==> config.mk <==
export PLATFORM = sky130hd
export DESIGN_NAME = async_serial_port
export DESIGN_NICKNAME = d
export VERILOG_FILES = /design/src/design/async_serial_port.v
export VERILOG_INCLUDE_DIRS = /design/src /design/src/design
export SDC_FILE = /design/constraint.sdc
export NUM_CORES = 1
export LEC_CHECK = 0
export ABC_AREA = 1
export ABC_CLOCK_PERIOD_IN_PS = 2700
export BUFFER_PORTS_ARGS = -buffer_cell sky130_fd_sc_hd__buf_2
export CAP_MARGIN = 10
export CORE_ASPECT_RATIO = 1.75
export CORE_UTILIZATION = 30
export DETAILED_ROUTE_END_ITERATION = 8
export PLACE_DENSITY_LB_ADDON = 0.12
export SKIP_CTS_REPAIR_TIMING = 1
export SLEW_MARGIN = 30
export SYNTH_ARGS = -nofsm -noshare
export SYNTH_HDL_FRONTEND = slang
export SYNTH_SLANG_ARGS = --single-unit
==> constraint.sdc <==
create_clock -name mclk -period 2.7 [get_ports mclk]
set_input_delay 0.675 -clock mclk [delete_from_list [all_inputs] [get_ports mclk]]
set_output_delay 0.675 -clock mclk [all_outputs]
set_load 0.02 [all_outputs]
==> src/design/serial_port_defs.vh <==
// Constants for the asynchronous serial port: offsets, fields, reset values, timing
`ifndef SERIAL_PORT_DEFS_VH
`define SERIAL_PORT_DEFS_VH

// Register offsets (word index on the plain register port)
`define REG_DATA      4'h0
`define REG_CTRL      4'h1
`define REG_BAUD_HI   4'h2
`define REG_BAUD_LO   4'h3
`define REG_BAUD_FRAC 4'h4
`define REG_STATUS    4'h5
`define REG_MASK      4'h6
`define REG_LEVEL     4'h7

// Control field positions
`define CTRL_EXT      0
`define CTRL_PAR_EN   1
`define CTRL_PAR_ODD  2
`define CTRL_NINE     3
`define CTRL_TWO_STOP 4
`define CTRL_FLOW     5
`define CTRL_TX_EN    6
`define CTRL_RX_EN    7

// Status and mask field positions
`define ST_RX_NE      0
`define ST_RX_HALF    1
`define ST_RX_FULL    2
`define ST_RX_OVF     3
`define ST_PAR_ERR    4
`define ST_FRM_ERR    5
`define ST_START_ERR  6
`define ST_TX_DONE    7

// Reset values
`define CTRL_RST      8'hC0
`define BAUD_HI_RST   8'h00
`define BAUD_LO_RST   8'h41
`define FRAC_RST      4'h0
`define MASK_RST      8'h00

// Timing: sixteen baud ticks per bit, sampled at tick index 7 and 15
`define OVERSAMPLE    16
`define TICK_LAST     4'hF
`define TICK_MID      4'h7

// Receive buffer depths
`define DEPTH_BASIC   5'h04
`define DEPTH_EXT     5'h10
`define PTR_MASK_BASIC 4'h3
`define PTR_MASK_EXT  4'hF

`endif

==> src/design/async_serial_port.v <==
// Asynchronous serial port: transmitter, receiver, receive buffer, baud generator, registers
//
// Contract
// - One start bit each frame, both directions
// - Basic mode: eight data bits per frame
// - Optional parity bit, odd or even
// - Basic mode: one stop bit, idle high
// - Least significant bit sent and received first
// - Four entry receive buffer, single transmit holding
// - Bit period from programmable divisor pair
// - Flags: nonempty, half, full, overflow, parity
// - Status pollable and able to interrupt
// - Start bit rechecked; glitches ignored
// - Divisor reaches 9600, 19200, 115200 baud
// - Extended mode: sixteen byte receive buffer
// - Extended mode: integer plus fractional divisor
// - Extended mode: nine bits, parity, stop count
// - Extended mode: CTS holds transmit, RTS drives
// - Extended mode: false start bit flagged
`timescale 1ns/1ns
`default_nettype none
`include "serial_port_defs.vh"

module async_serial_port (
    // Clock and reset
    input wire mclk,
    input wire sys_rst,
    // Register port
    input wire [3:0] addr,
    input wire [15:0] wdata,
    input wire wr,
    input wire rd,
    output reg [15:0] rdata,
    // Serial link
    input wire rxd,
    output reg txd,
    input wire cts_n,
    output reg rts_n,
    // Interrupt
    output reg irq
);

    localparam [4:0] S_IDLE = 5'b00001;
    localparam [4:0] S_START = 5'b00010;
    localparam [4:0] S_DATA = 5'b00100;
    localparam [4:0] S_PAR = 5'b01000;
    localparam [4:0] S_STOP = 5'b10000;

    function par9;
        input [8:0] d;
        input nine;
        begin
            par9 = ^d[7:0] ^ (nine & d[8]);
        end
    endfunction

    reg [7:0] ctrl;
    reg [7:0] baud_hi;
    reg [7:0] baud_lo;
    reg [3:0] baud_frac;
    reg [7:0] mask;
    reg [7:0] status;

    wire ext = ctrl[`CTRL_EXT];
    wire nine = ext & ctrl[`CTRL_NINE];
    wire two_stop = ext & ctrl[`CTRL_TWO_STOP];
    wire flow = ext & ctrl[`CTRL_FLOW];
    wire par_en = ctrl[`CTRL_PAR_EN];
    wire par_odd = ctrl[`CTRL_PAR_ODD];
    wire [3:0] last_bit = nine ? 4'h8 : 4'h7;

    wire wr_data = wr & (addr == `REG_DATA);
    wire wr_ctrl = wr & (addr == `REG_CTRL);
    wire rd_data = rd & (addr == `REG_DATA);
    wire rd_status = rd & (addr == `REG_STATUS);

    // Baud tick: divisor pair plus fractional carry, sixteen ticks per bit
    reg [15:0] baud_cnt;
    reg [3:0] frac_acc;
    wire [15:0] divisor = {baud_hi, baud_lo};
    wire [15:0] div_eff = (divisor == 16'h0000) ? 16'h0001 : divisor;
    wire [4:0] frac_sum = {1'b0, frac_acc} + {1'b0, (ext ? baud_frac : 4'h0)};
    wire tick = (baud_cnt == 16'h0000);

    always @(posedge mclk) begin
        if (sys_rst) begin
            baud_cnt <= 16'h0000;
            frac_acc <= 4'h0;
        end else if (tick) begin
            baud_cnt <= div_eff - 16'h0001 + {15'h0000, frac_sum[4]};
            frac_acc <= frac_sum[3:0];
        end else begin
            baud_cnt <= baud_cnt - 16'h0001;
        end
    end

    // Receive buffer
    reg [8:0] fifo_mem [0:15];
    reg [3:0] wr_ptr;
    reg [3:0] rd_ptr;
    reg [4:0] count;
    wire [4:0] depth = ext ? `DEPTH_EXT : `DEPTH_BASIC;
    wire [3:0] ptr_mask = ext ? `PTR_MASK_EXT : `PTR_MASK_BASIC;
    wire fifo_full = (count == depth);
    wire fifo_empty = (count == 5'h00);
    wire pop = rd_data & ~fifo_empty;

    // Receiver
    reg [4:0] rx_state;
    reg [3:0] rx_tick;
    reg [3:0] rx_bit;
    reg [8:0] rx_shift;
    reg rx_parbit;
    reg rx_push;
    reg [8:0] rx_word;
    reg ev_par;
    reg ev_frm;
    reg ev_start;
    wire [8:0] rx_aligned = nine ? rx_shift : {1'b0, rx_shift[8:1]};

    always @(posedge mclk) begin
        if (sys_rst) begin
            rx_state <= S_IDLE;
            rx_tick <= 4'h0;
            rx_bit <= 4'h0;
            rx_shift <= 9'h000;
            rx_parbit <= 1'b0;
            rx_push <= 1'b0;
            rx_word <= 9'h000;
            ev_par <= 1'b0;
            ev_frm <= 1'b0;
            ev_start <= 1'b0;
        end else begin
            rx_push <= 1'b0;
            ev_par <= 1'b0;
            ev_frm <= 1'b0;
            ev_start <= 1'b0;
            case (rx_state)
                S_IDLE: begin
                    rx_tick <= 4'h0;
                    if (ctrl[`CTRL_RX_EN] & ~rxd) begin
                        rx_state <= S_START;
                    end
                end
                S_START: begin
                    if (tick) begin
                        rx_tick <= rx_tick + 4'h1;
                        if (rx_tick == `TICK_MID) begin
                            rx_tick <= 4'h0;
                            rx_bit <= 4'h0;
                            if (~rxd) begin
                                rx_state <= S_DATA;
                            end else begin
                                rx_state <= S_IDLE;
                                ev_start <= ext;
                            end
                        end
                    end
                end
                S_DATA: begin
                    if (tick) begin
                        rx_tick <= rx_tick + 4'h1;
                        if (rx_tick == `TICK_LAST) begin
                            rx_shift <= {rxd, rx_shift[8:1]};
                            rx_bit <= rx_bit + 4'h1;
                            if (rx_bit == last_bit) begin
                                rx_state <= par_en ? S_PAR : S_STOP;
                            end
                        end
                    end
                end
                S_PAR: begin
                    if (tick) begin
                        rx_tick <= rx_tick + 4'h1;
                        if (rx_tick == `TICK_LAST) begin
                            rx_parbit <= rxd;
                            rx_state <= S_STOP;
                        end
                    end
                end
                S_STOP: begin
                    if (tick) begin
                        rx_tick <= rx_tick + 4'h1;
                        if (rx_tick == `TICK_LAST) begin
                            rx_state <= S_IDLE;
                            rx_push <= 1'b1;
                            rx_word <= rx_aligned;
                            ev_frm <= ~rxd;
                            ev_par <= par_en & (par9(rx_aligned, nine) ^ rx_parbit ^ par_odd);
                        end
                    end
                end
                default: begin
                    rx_state <= S_IDLE;
                end
            endcase
        end
    end

    wire push_ok = rx_push & ~fifo_full;
    wire ev_ovf = rx_push & fifo_full;

    always @(posedge mclk) begin
        if (push_ok) begin
            fifo_mem[wr_ptr] <= rx_word;
        end
    end

    always @(posedge mclk) begin
        if (sys_rst | wr_ctrl) begin
            wr_ptr <= 4'h0;
            rd_ptr <= 4'h0;
            count <= 5'h00;
        end else begin
            if (push_ok) begin
                wr_ptr <= (wr_ptr + 4'h1) & ptr_mask;
            end
            if (pop) begin
                rd_ptr <= (rd_ptr + 4'h1) & ptr_mask;
            end
            if (push_ok & ~pop) begin
                count <= count + 5'h01;
            end else if (pop & ~push_ok) begin
                count <= count - 5'h01;
            end
        end
    end

    // Transmitter with a single holding word
    reg [4:0] tx_state;
    reg [3:0] tx_tick;
    reg [3:0] tx_bit;
    reg [8:0] tx_shift;
    reg [8:0] tx_hold;
    reg tx_full;
    reg tx_par;
    reg tx_second;
    reg ev_txd;
    wire cts_ok = ~flow | ~cts_n;
    wire bit_end = tick & (tx_tick == `TICK_LAST);

    always @(posedge mclk) begin
        if (sys_rst) begin
            tx_state <= S_IDLE;
            tx_tick <= 4'h0;
            tx_bit <= 4'h0;
            tx_shift <= 9'h000;
            tx_hold <= 9'h000;
            tx_full <= 1'b0;
            tx_par <= 1'b0;
            tx_second <= 1'b0;
            ev_txd <= 1'b0;
            txd <= 1'b1;
        end else begin
            ev_txd <= 1'b0;
            if (wr_data & ~tx_full) begin
                tx_hold <= {nine & wdata[8], wdata[7:0]};
                tx_full <= 1'b1;
            end
            if (tick & (tx_state != S_IDLE)) begin
                tx_tick <= tx_tick + 4'h1;
            end
            case (tx_state)
                S_IDLE: begin
                    txd <= 1'b1;
                    tx_tick <= 4'h0;
                    if (tick & tx_full & ctrl[`CTRL_TX_EN] & cts_ok) begin
                        tx_state <= S_START;
                        tx_shift <= tx_hold;
                        tx_par <= par9(tx_hold, nine) ^ par_odd;
                        tx_full <= 1'b0;
                        txd <= 1'b0;
                    end
                end
                S_START: begin
                    if (bit_end) begin
                        tx_state <= S_DATA;
                        tx_bit <= 4'h0;
                        txd <= tx_shift[0];
                    end
                end
                S_DATA: begin
                    if (bit_end) begin
                        tx_shift <= {1'b0, tx_shift[8:1]};
                        tx_bit <= tx_bit + 4'h1;
                        if (tx_bit == last_bit) begin
                            tx_state <= par_en ? S_PAR : S_STOP;
                            txd <= par_en ? tx_par : 1'b1;
                            tx_second <= 1'b0;
                        end else begin
                            txd <= tx_shift[1];
                        end
                    end
                end
                S_PAR: begin
                    if (bit_end) begin
                        tx_state <= S_STOP;
                        txd <= 1'b1;
                        tx_second <= 1'b0;
                    end
                end
                S_STOP: begin
                    txd <= 1'b1;
                    if (bit_end) begin
                        if (two_stop & ~tx_second) begin
                            tx_second <= 1'b1;
                        end else begin
                            tx_state <= S_IDLE;
                            ev_txd <= 1'b1;
                        end
                    end
                end
                default: begin
                    tx_state <= S_IDLE;
                end
            endcase
        end
    end

    // Sticky status: an event in the clearing cycle still sets its bit
    wire [7:0] ev_set;
    assign ev_set[`ST_RX_NE] = ~fifo_empty;
    assign ev_set[`ST_RX_HALF] = (count >= {1'b0, depth[4:1]});
    assign ev_set[`ST_RX_FULL] = fifo_full;
    assign ev_set[`ST_RX_OVF] = ev_ovf;
    assign ev_set[`ST_PAR_ERR] = ev_par;
    assign ev_set[`ST_FRM_ERR] = ev_frm;
    assign ev_set[`ST_START_ERR] = ev_start;
    assign ev_set[`ST_TX_DONE] = ev_txd;

    genvar gi;
    generate
        for (gi = 0; gi < 8; gi = gi + 1) begin : g_status
            always @(posedge mclk) begin
                if (sys_rst) begin
                    status[gi] <= 1'b0;
                end else begin
                    status[gi] <= ev_set[gi] | (status[gi] & ~rd_status);
                end
            end
        end
    endgenerate

    // Registers, read port, interrupt, flow output
    always @(posedge mclk) begin
        if (sys_rst) begin
            ctrl <= `CTRL_RST;
            baud_hi <= `BAUD_HI_RST;
            baud_lo <= `BAUD_LO_RST;
            baud_frac <= `FRAC_RST;
            mask <= `MASK_RST;
            rdata <= 16'h0000;
            irq <= 1'b0;
            rts_n <= 1'b1;
        end else begin
            if (wr) begin
                case (addr)
                    `REG_CTRL: ctrl <= wdata[7:0];
                    `REG_BAUD_HI: baud_hi <= wdata[7:0];
                    `REG_BAUD_LO: baud_lo <= wdata[7:0];
                    `REG_BAUD_FRAC: baud_frac <= wdata[3:0];
                    `REG_MASK: mask <= wdata[7:0];
                    default: begin
                    end
                endcase
            end
            rdata <= 16'h0000;
            if (rd) begin
                case (addr)
                    `REG_DATA: rdata <= fifo_empty ? 16'h0000 : {7'h00, fifo_mem[rd_ptr]};
                    `REG_CTRL: rdata <= {8'h00, ctrl};
                    `REG_BAUD_HI: rdata <= {8'h00, baud_hi};
                    `REG_BAUD_LO: rdata <= {8'h00, baud_lo};
                    `REG_BAUD_FRAC: rdata <= {12'h000, baud_frac};
                    `REG_STATUS: rdata <= {8'h00, status};
                    `REG_MASK: rdata <= {8'h00, mask};
                    `REG_LEVEL: rdata <= {9'h000, (tx_state != S_IDLE), tx_full, count};
                    default: rdata <= 16'h0000;
                endcase
            end
            irq <= |(status & mask);
            rts_n <= flow ? fifo_full : 1'b0;
        end
    end

endmodule // async_serial_port

`default_nettype wire

==> results.md <==
Run status:
- The run finished with clean final reports.

CTS:
- The clock net in this run drives a total of 308 sinks.
- The clock slew at the register clock pins of the worst setup and hold paths is about 0.07 ns.
- The maximum root-to-sink buffer count is 3.
- The clock tree from TritonCTS is done.
- At the later pin of the worst-skew pair, clock insertion delay measures about 0.58 ns.
- CTS built an H-tree with a depth of 1.
- Buffers inserted during clock tree synthesis total 31.
- The cell chosen for the clock root is sky130_fd_sc_hd__clkbuf_16.

Yosys:
- The share of flip-flops with an asynchronous set or reset is 0%.
- The mean cell area of the mapped netlist is between 8 and 9 µm².
- The count of unique library cells instantiated by Yosys is 53.
- Sequential cells were found to cover between 50% and 60% of the synthesized design area.
- The synthesized flop and latch total is between 300 and 400.
- The number of warnings issued by yosys is 0.
- Counting flops with a built-in enable in the synthesized netlist gives 144.
- In this run the biggest area consumer among cell types represents 30.3% of the synthesized area.
- The most used flip-flop cell after synthesis is sky130_fd_sc_hd__dfxtp_1.
- The post-synthesis instance total is between 1500 and 2000.
- The top cell type by total area after synthesis is sky130_fd_sc_hd__edfxtp_1.
- By area the synthesized netlist is led by sky130_fd_sc_hd__edfxtp_1, sky130_fd_sc_hd__dfxtp_1, sky130_fd_sc_hd__nand2_1.
- The cell area after synthesis is roughly 14000 µm².

Finish:
- In the layout the commonest cells are sky130_fd_sc_hd__nand2_1, sky130_fd_sc_hd__nor2_1, sky130_fd_sc_hd__dfxtp_1.
- The final layout contains ~1800 nets.
- For this run, the share of the core covered by cells in the final layout is between 30% and 40%.
- The area added between synthesis and finish is 15.4%.
- The layout cell share with drive strength beyond 1 is 11.9%.
- The leading cell type in the layout, fill and taps excluded is sky130_fd_sc_hd__nand2_1.
- The number of antenna diodes in the final layout is 0.

Detailed routing:
- The via-per-instance ratio is just under 5.
- The count of nets left with antenna violations after detail routing is 0.
- Wires add up to ~43000 µm.
- The first routing iteration left ~600 violations.
- The first detailed-routing pass ran for 6 iterations.
- The remaining routing DRC violations is 0.
- The via total after detailed routing is 11300.
- The mean routed wirelength per cell is 18.5 µm.

GRT:
- The fraction of met3 tracks used by global routing is around 1.6%.
- The total global-route track usage is roughly 18%.
- After global routing, the most crowded layer is met2.
- The met1 routing resource usage after global routing is between 10% and 20%.
- The number of global-route vias before repair was about 11000.
- The wire length of the first global-routing pass is 66000 µm.
- Global routing consumed, on the met2 layer, 35.8% of the routing resources.
- The initial antenna violation count came to 0.
- The remaining global-route overflow is 0.
- Entering global routing, the biggest net connects between 70 and 80 pins.

Floorplanning:
- The die extent in x is between 150 and 200 µm.
- For this configuration, the core starts out at a cell density of between 30% and 40%.
- The I/O pin count is 45.
- Measured along the y axis, the die boundary spans just under 300 µm.
- The core footprint is 46900 µm².
- After floorplanning, the core was divided into 105 placement rows.
- The area of the die is around 48000 µm².

Placed design:
- The worst setup timing slack at the placement stage is -0.0389 ns.
- The congestion estimate from routability-driven global placement came to 0.852.
- The number of buffers added on ports is 30.
- Summed over all nets, the half-perimeter wirelength after detailed placement is 32000 µm.

Worst setup path:
- Walking the worst path, the cells encountered are nand2_1 > inv_1 > ha_1 > fa_2 > nand2_1 > nand2_1 > a21oi_2 > ha_2 > ha_2 > nand2_1 > nor2_2 > nand3_1 > nor2_2 > a21oi_1 > o21ai_1 > a21oi_1.
- The buffers plus inverters on the worst setup path is 1.
- Of all nets on the critical path, the largest fanout is 2.
- The slowest cell on the critical path is sky130_fd_sc_hd__fa_2.
- STA classifies the critical path endpoint as a register.
- The worst path arrival time is just under 3 ns.
- The launch point of the worst reg-to-reg path is baud_frac[0].
- The startpoint kind of the worst setup timing path is a register.
- At the worst endpoint, the required time is 3.12 ns.
- The worst setup path is of the register to register kind.
- The cell repeated most along the worst path is sky130_fd_sc_hd__nand2_1.
- The peak per-stage delay on the critical path is approximately 0.37 ns.
- Tracing the worst setup path back leads to its startpoint at baud_frac[0].
- The gate family responsible for the most delay along the worst path is adder cells.

STA:
- The period utilization is between 90 and 100%.
- Measured against its own limit, the worst slew margin works out to between 40% and 50%.
- Derived from the worst setup path, the maximum achievable clock frequency is between 0.4 and 0.5 GHz.
- Setup repair after global routing left no endpoint under its margin.
- At the pin with the least slew margin, the transition time is about 0.8 ns.
- The least setup slack across all paths after layout is 0.223 ns.
- The maximum clock skew at final layout is 0.0189 ns.
- The routed design could run at a clock period as short as between 2 and 2.5 ns.
- Setup violations remaining at the end of the flow were counted as 0.
- The post-route setup TNS is 0 ns.
- The final hold violation count came to 0.
- The final count of pins violating max slew came to 0.

Power and ir drop:
- For this design the ratio of total power to cell area is about 730 nW/µm².
- The static power due to leakage is 6.22 nW.
- VDD sags by at most between 0.0006 and 0.0007 V.

Hold path:
- The kind of path behind the tightest hold check is primary input to register.
- The worst hold path begins at rxd.

Run:
- Max-cap violations in this run came to 0.
-- worst paths after layout --
path | end | slack [ns] | cells after the start
hold reg to reg | tx_shift[6] | 0.45 | 2
hold / removal | ev_frm | 0.36 | 2
setup reg to reg | baud_cnt[14] | 0.22 | 16
setup / recovery | baud_cnt[14] | 0.22 | 16
-- logic make-up after synthesis --
family                     after synthesis  synth area share [%]
adders and majority gates               25                  2.30
AOI/OAI and AO/OA                      382                  14.8
other                                    1                0.0263
buffers and inverters                  224                  6.40
DFF                                    308                  53.4
and+or+nand+nor                        688                  21.0
xor gates and xnor gates                35                  2.15
-- state kept, by name (all words and copies together), names as in the netlist, 5 cells and up, named ones only --
signal,count
tx_state,5
ctrl,8
baud_lo,8
rx_shift,9
baud_cnt,16
tx_hold,9
rdata,9
rx_state,5
count,5
tx_shift,9
status,8
rx_word,9
baud_hi,8
mask,8
fifo_mem,144
-- routing by layer --
layer  vias to the layer above  wire, µm
met5                         -         0
met4                         0      2360
met3                        77      1010
met2                       168     24000
met1                      5332     16000
li1                       5747         -
-- final cells by class --
class / count / area, µm²
clock buffers: 40 / 841
fillers: 4795 / 30400
inverters: 160 / 601
flip-flops and latches: 308 / 7610
well taps: 588 / 736
repair buffers: 90 / 626
clock inverters: 18 / 245
multi-input cells: 1137 / 5800
-- power by group --
part | internal [mW] | switching [mW] | leakage [nW]
sequential | 5.06 | 0.155 | 2.57
combinational | 0.730 | 1.48 | 3.12
clock | 2.77 | 1.89 | 0.522
-- worst register-to-register path: stages (launching register included) --
cell and delay (ns):
sky130_fd_sc_hd__dfxtp_1 0.31, sky130_fd_sc_hd__nand2_1 0.06, sky130_fd_sc_hd__inv_1 0.05, sky130_fd_sc_hd__ha_1 0.21
sky130_fd_sc_hd__fa_2 0.37, sky130_fd_sc_hd__nand2_1 0.07, sky130_fd_sc_hd__nand2_1 0.06, sky130_fd_sc_hd__a21oi_2 0.12
sky130_fd_sc_hd__ha_2 0.19, sky130_fd_sc_hd__ha_2 0.18, sky130_fd_sc_hd__nand2_1 0.08, sky130_fd_sc_hd__nor2_2 0.12
sky130_fd_sc_hd__nand3_1 0.12, sky130_fd_sc_hd__nor2_2 0.12, sky130_fd_sc_hd__a21oi_1 0.07, sky130_fd_sc_hd__o21ai_1 0.13
sky130_fd_sc_hd__a21oi_1 0.08
-- metrics by stage --
step | instance area (µm²) | power, mW | hold WS, ns | cells
6_report | 16500 | 12.1 | 0.356 | 2341
2_1_floorplan | 14300 | 6.98 | 0.413 | 1669
3_5_place_dp | 15300 | 7.54 | 0.441 | 2283
4_1_cts | 16400 | 12.2 | 0.335 | 2341
5_1_grt | 16500 | 12.7 | 0.357 | 2341
3_3_place_gp | 15300 | 7.53 | 0.438 | 2283
-- synth_stat cells, types with 4 or more instances --
master,number
sky130_fd_sc_hd__inv_2,18
sky130_fd_sc_hd__clkinv_1,5
sky130_fd_sc_hd__nand2_2,11
sky130_fd_sc_hd__buf_4,8
sky130_fd_sc_hd__a211oi_1,7
sky130_fd_sc_hd__xnor2_1,12
sky130_fd_sc_hd__dfxtp_1,164
sky130_fd_sc_hd__nor2_4,4
sky130_fd_sc_hd__nor2_2,8
sky130_fd_sc_hd__ha_1,23
sky130_fd_sc_hd__o2111ai_1,4
sky130_fd_sc_hd__nand2_1,275
sky130_fd_sc_hd__clkbuf_1,31
sky130_fd_sc_hd__o21ai_0,157
sky130_fd_sc_hd__xor2_1,23
sky130_fd_sc_hd__o211ai_1,36
sky130_fd_sc_hd__o22ai_1,18
sky130_fd_sc_hd__nor3_1,24
sky130_fd_sc_hd__inv_1,137
sky130_fd_sc_hd__nand3_2,4
sky130_fd_sc_hd__edfxtp_1,144
sky130_fd_sc_hd__o21ai_1,23
sky130_fd_sc_hd__nor2_1,240
sky130_fd_sc_hd__nand4_1,13
sky130_fd_sc_hd__nand3_1,88
sky130_fd_sc_hd__buf_2,21
sky130_fd_sc_hd__a21oi_1,121
Note: power is estimated with default switching activity, not from simulation.
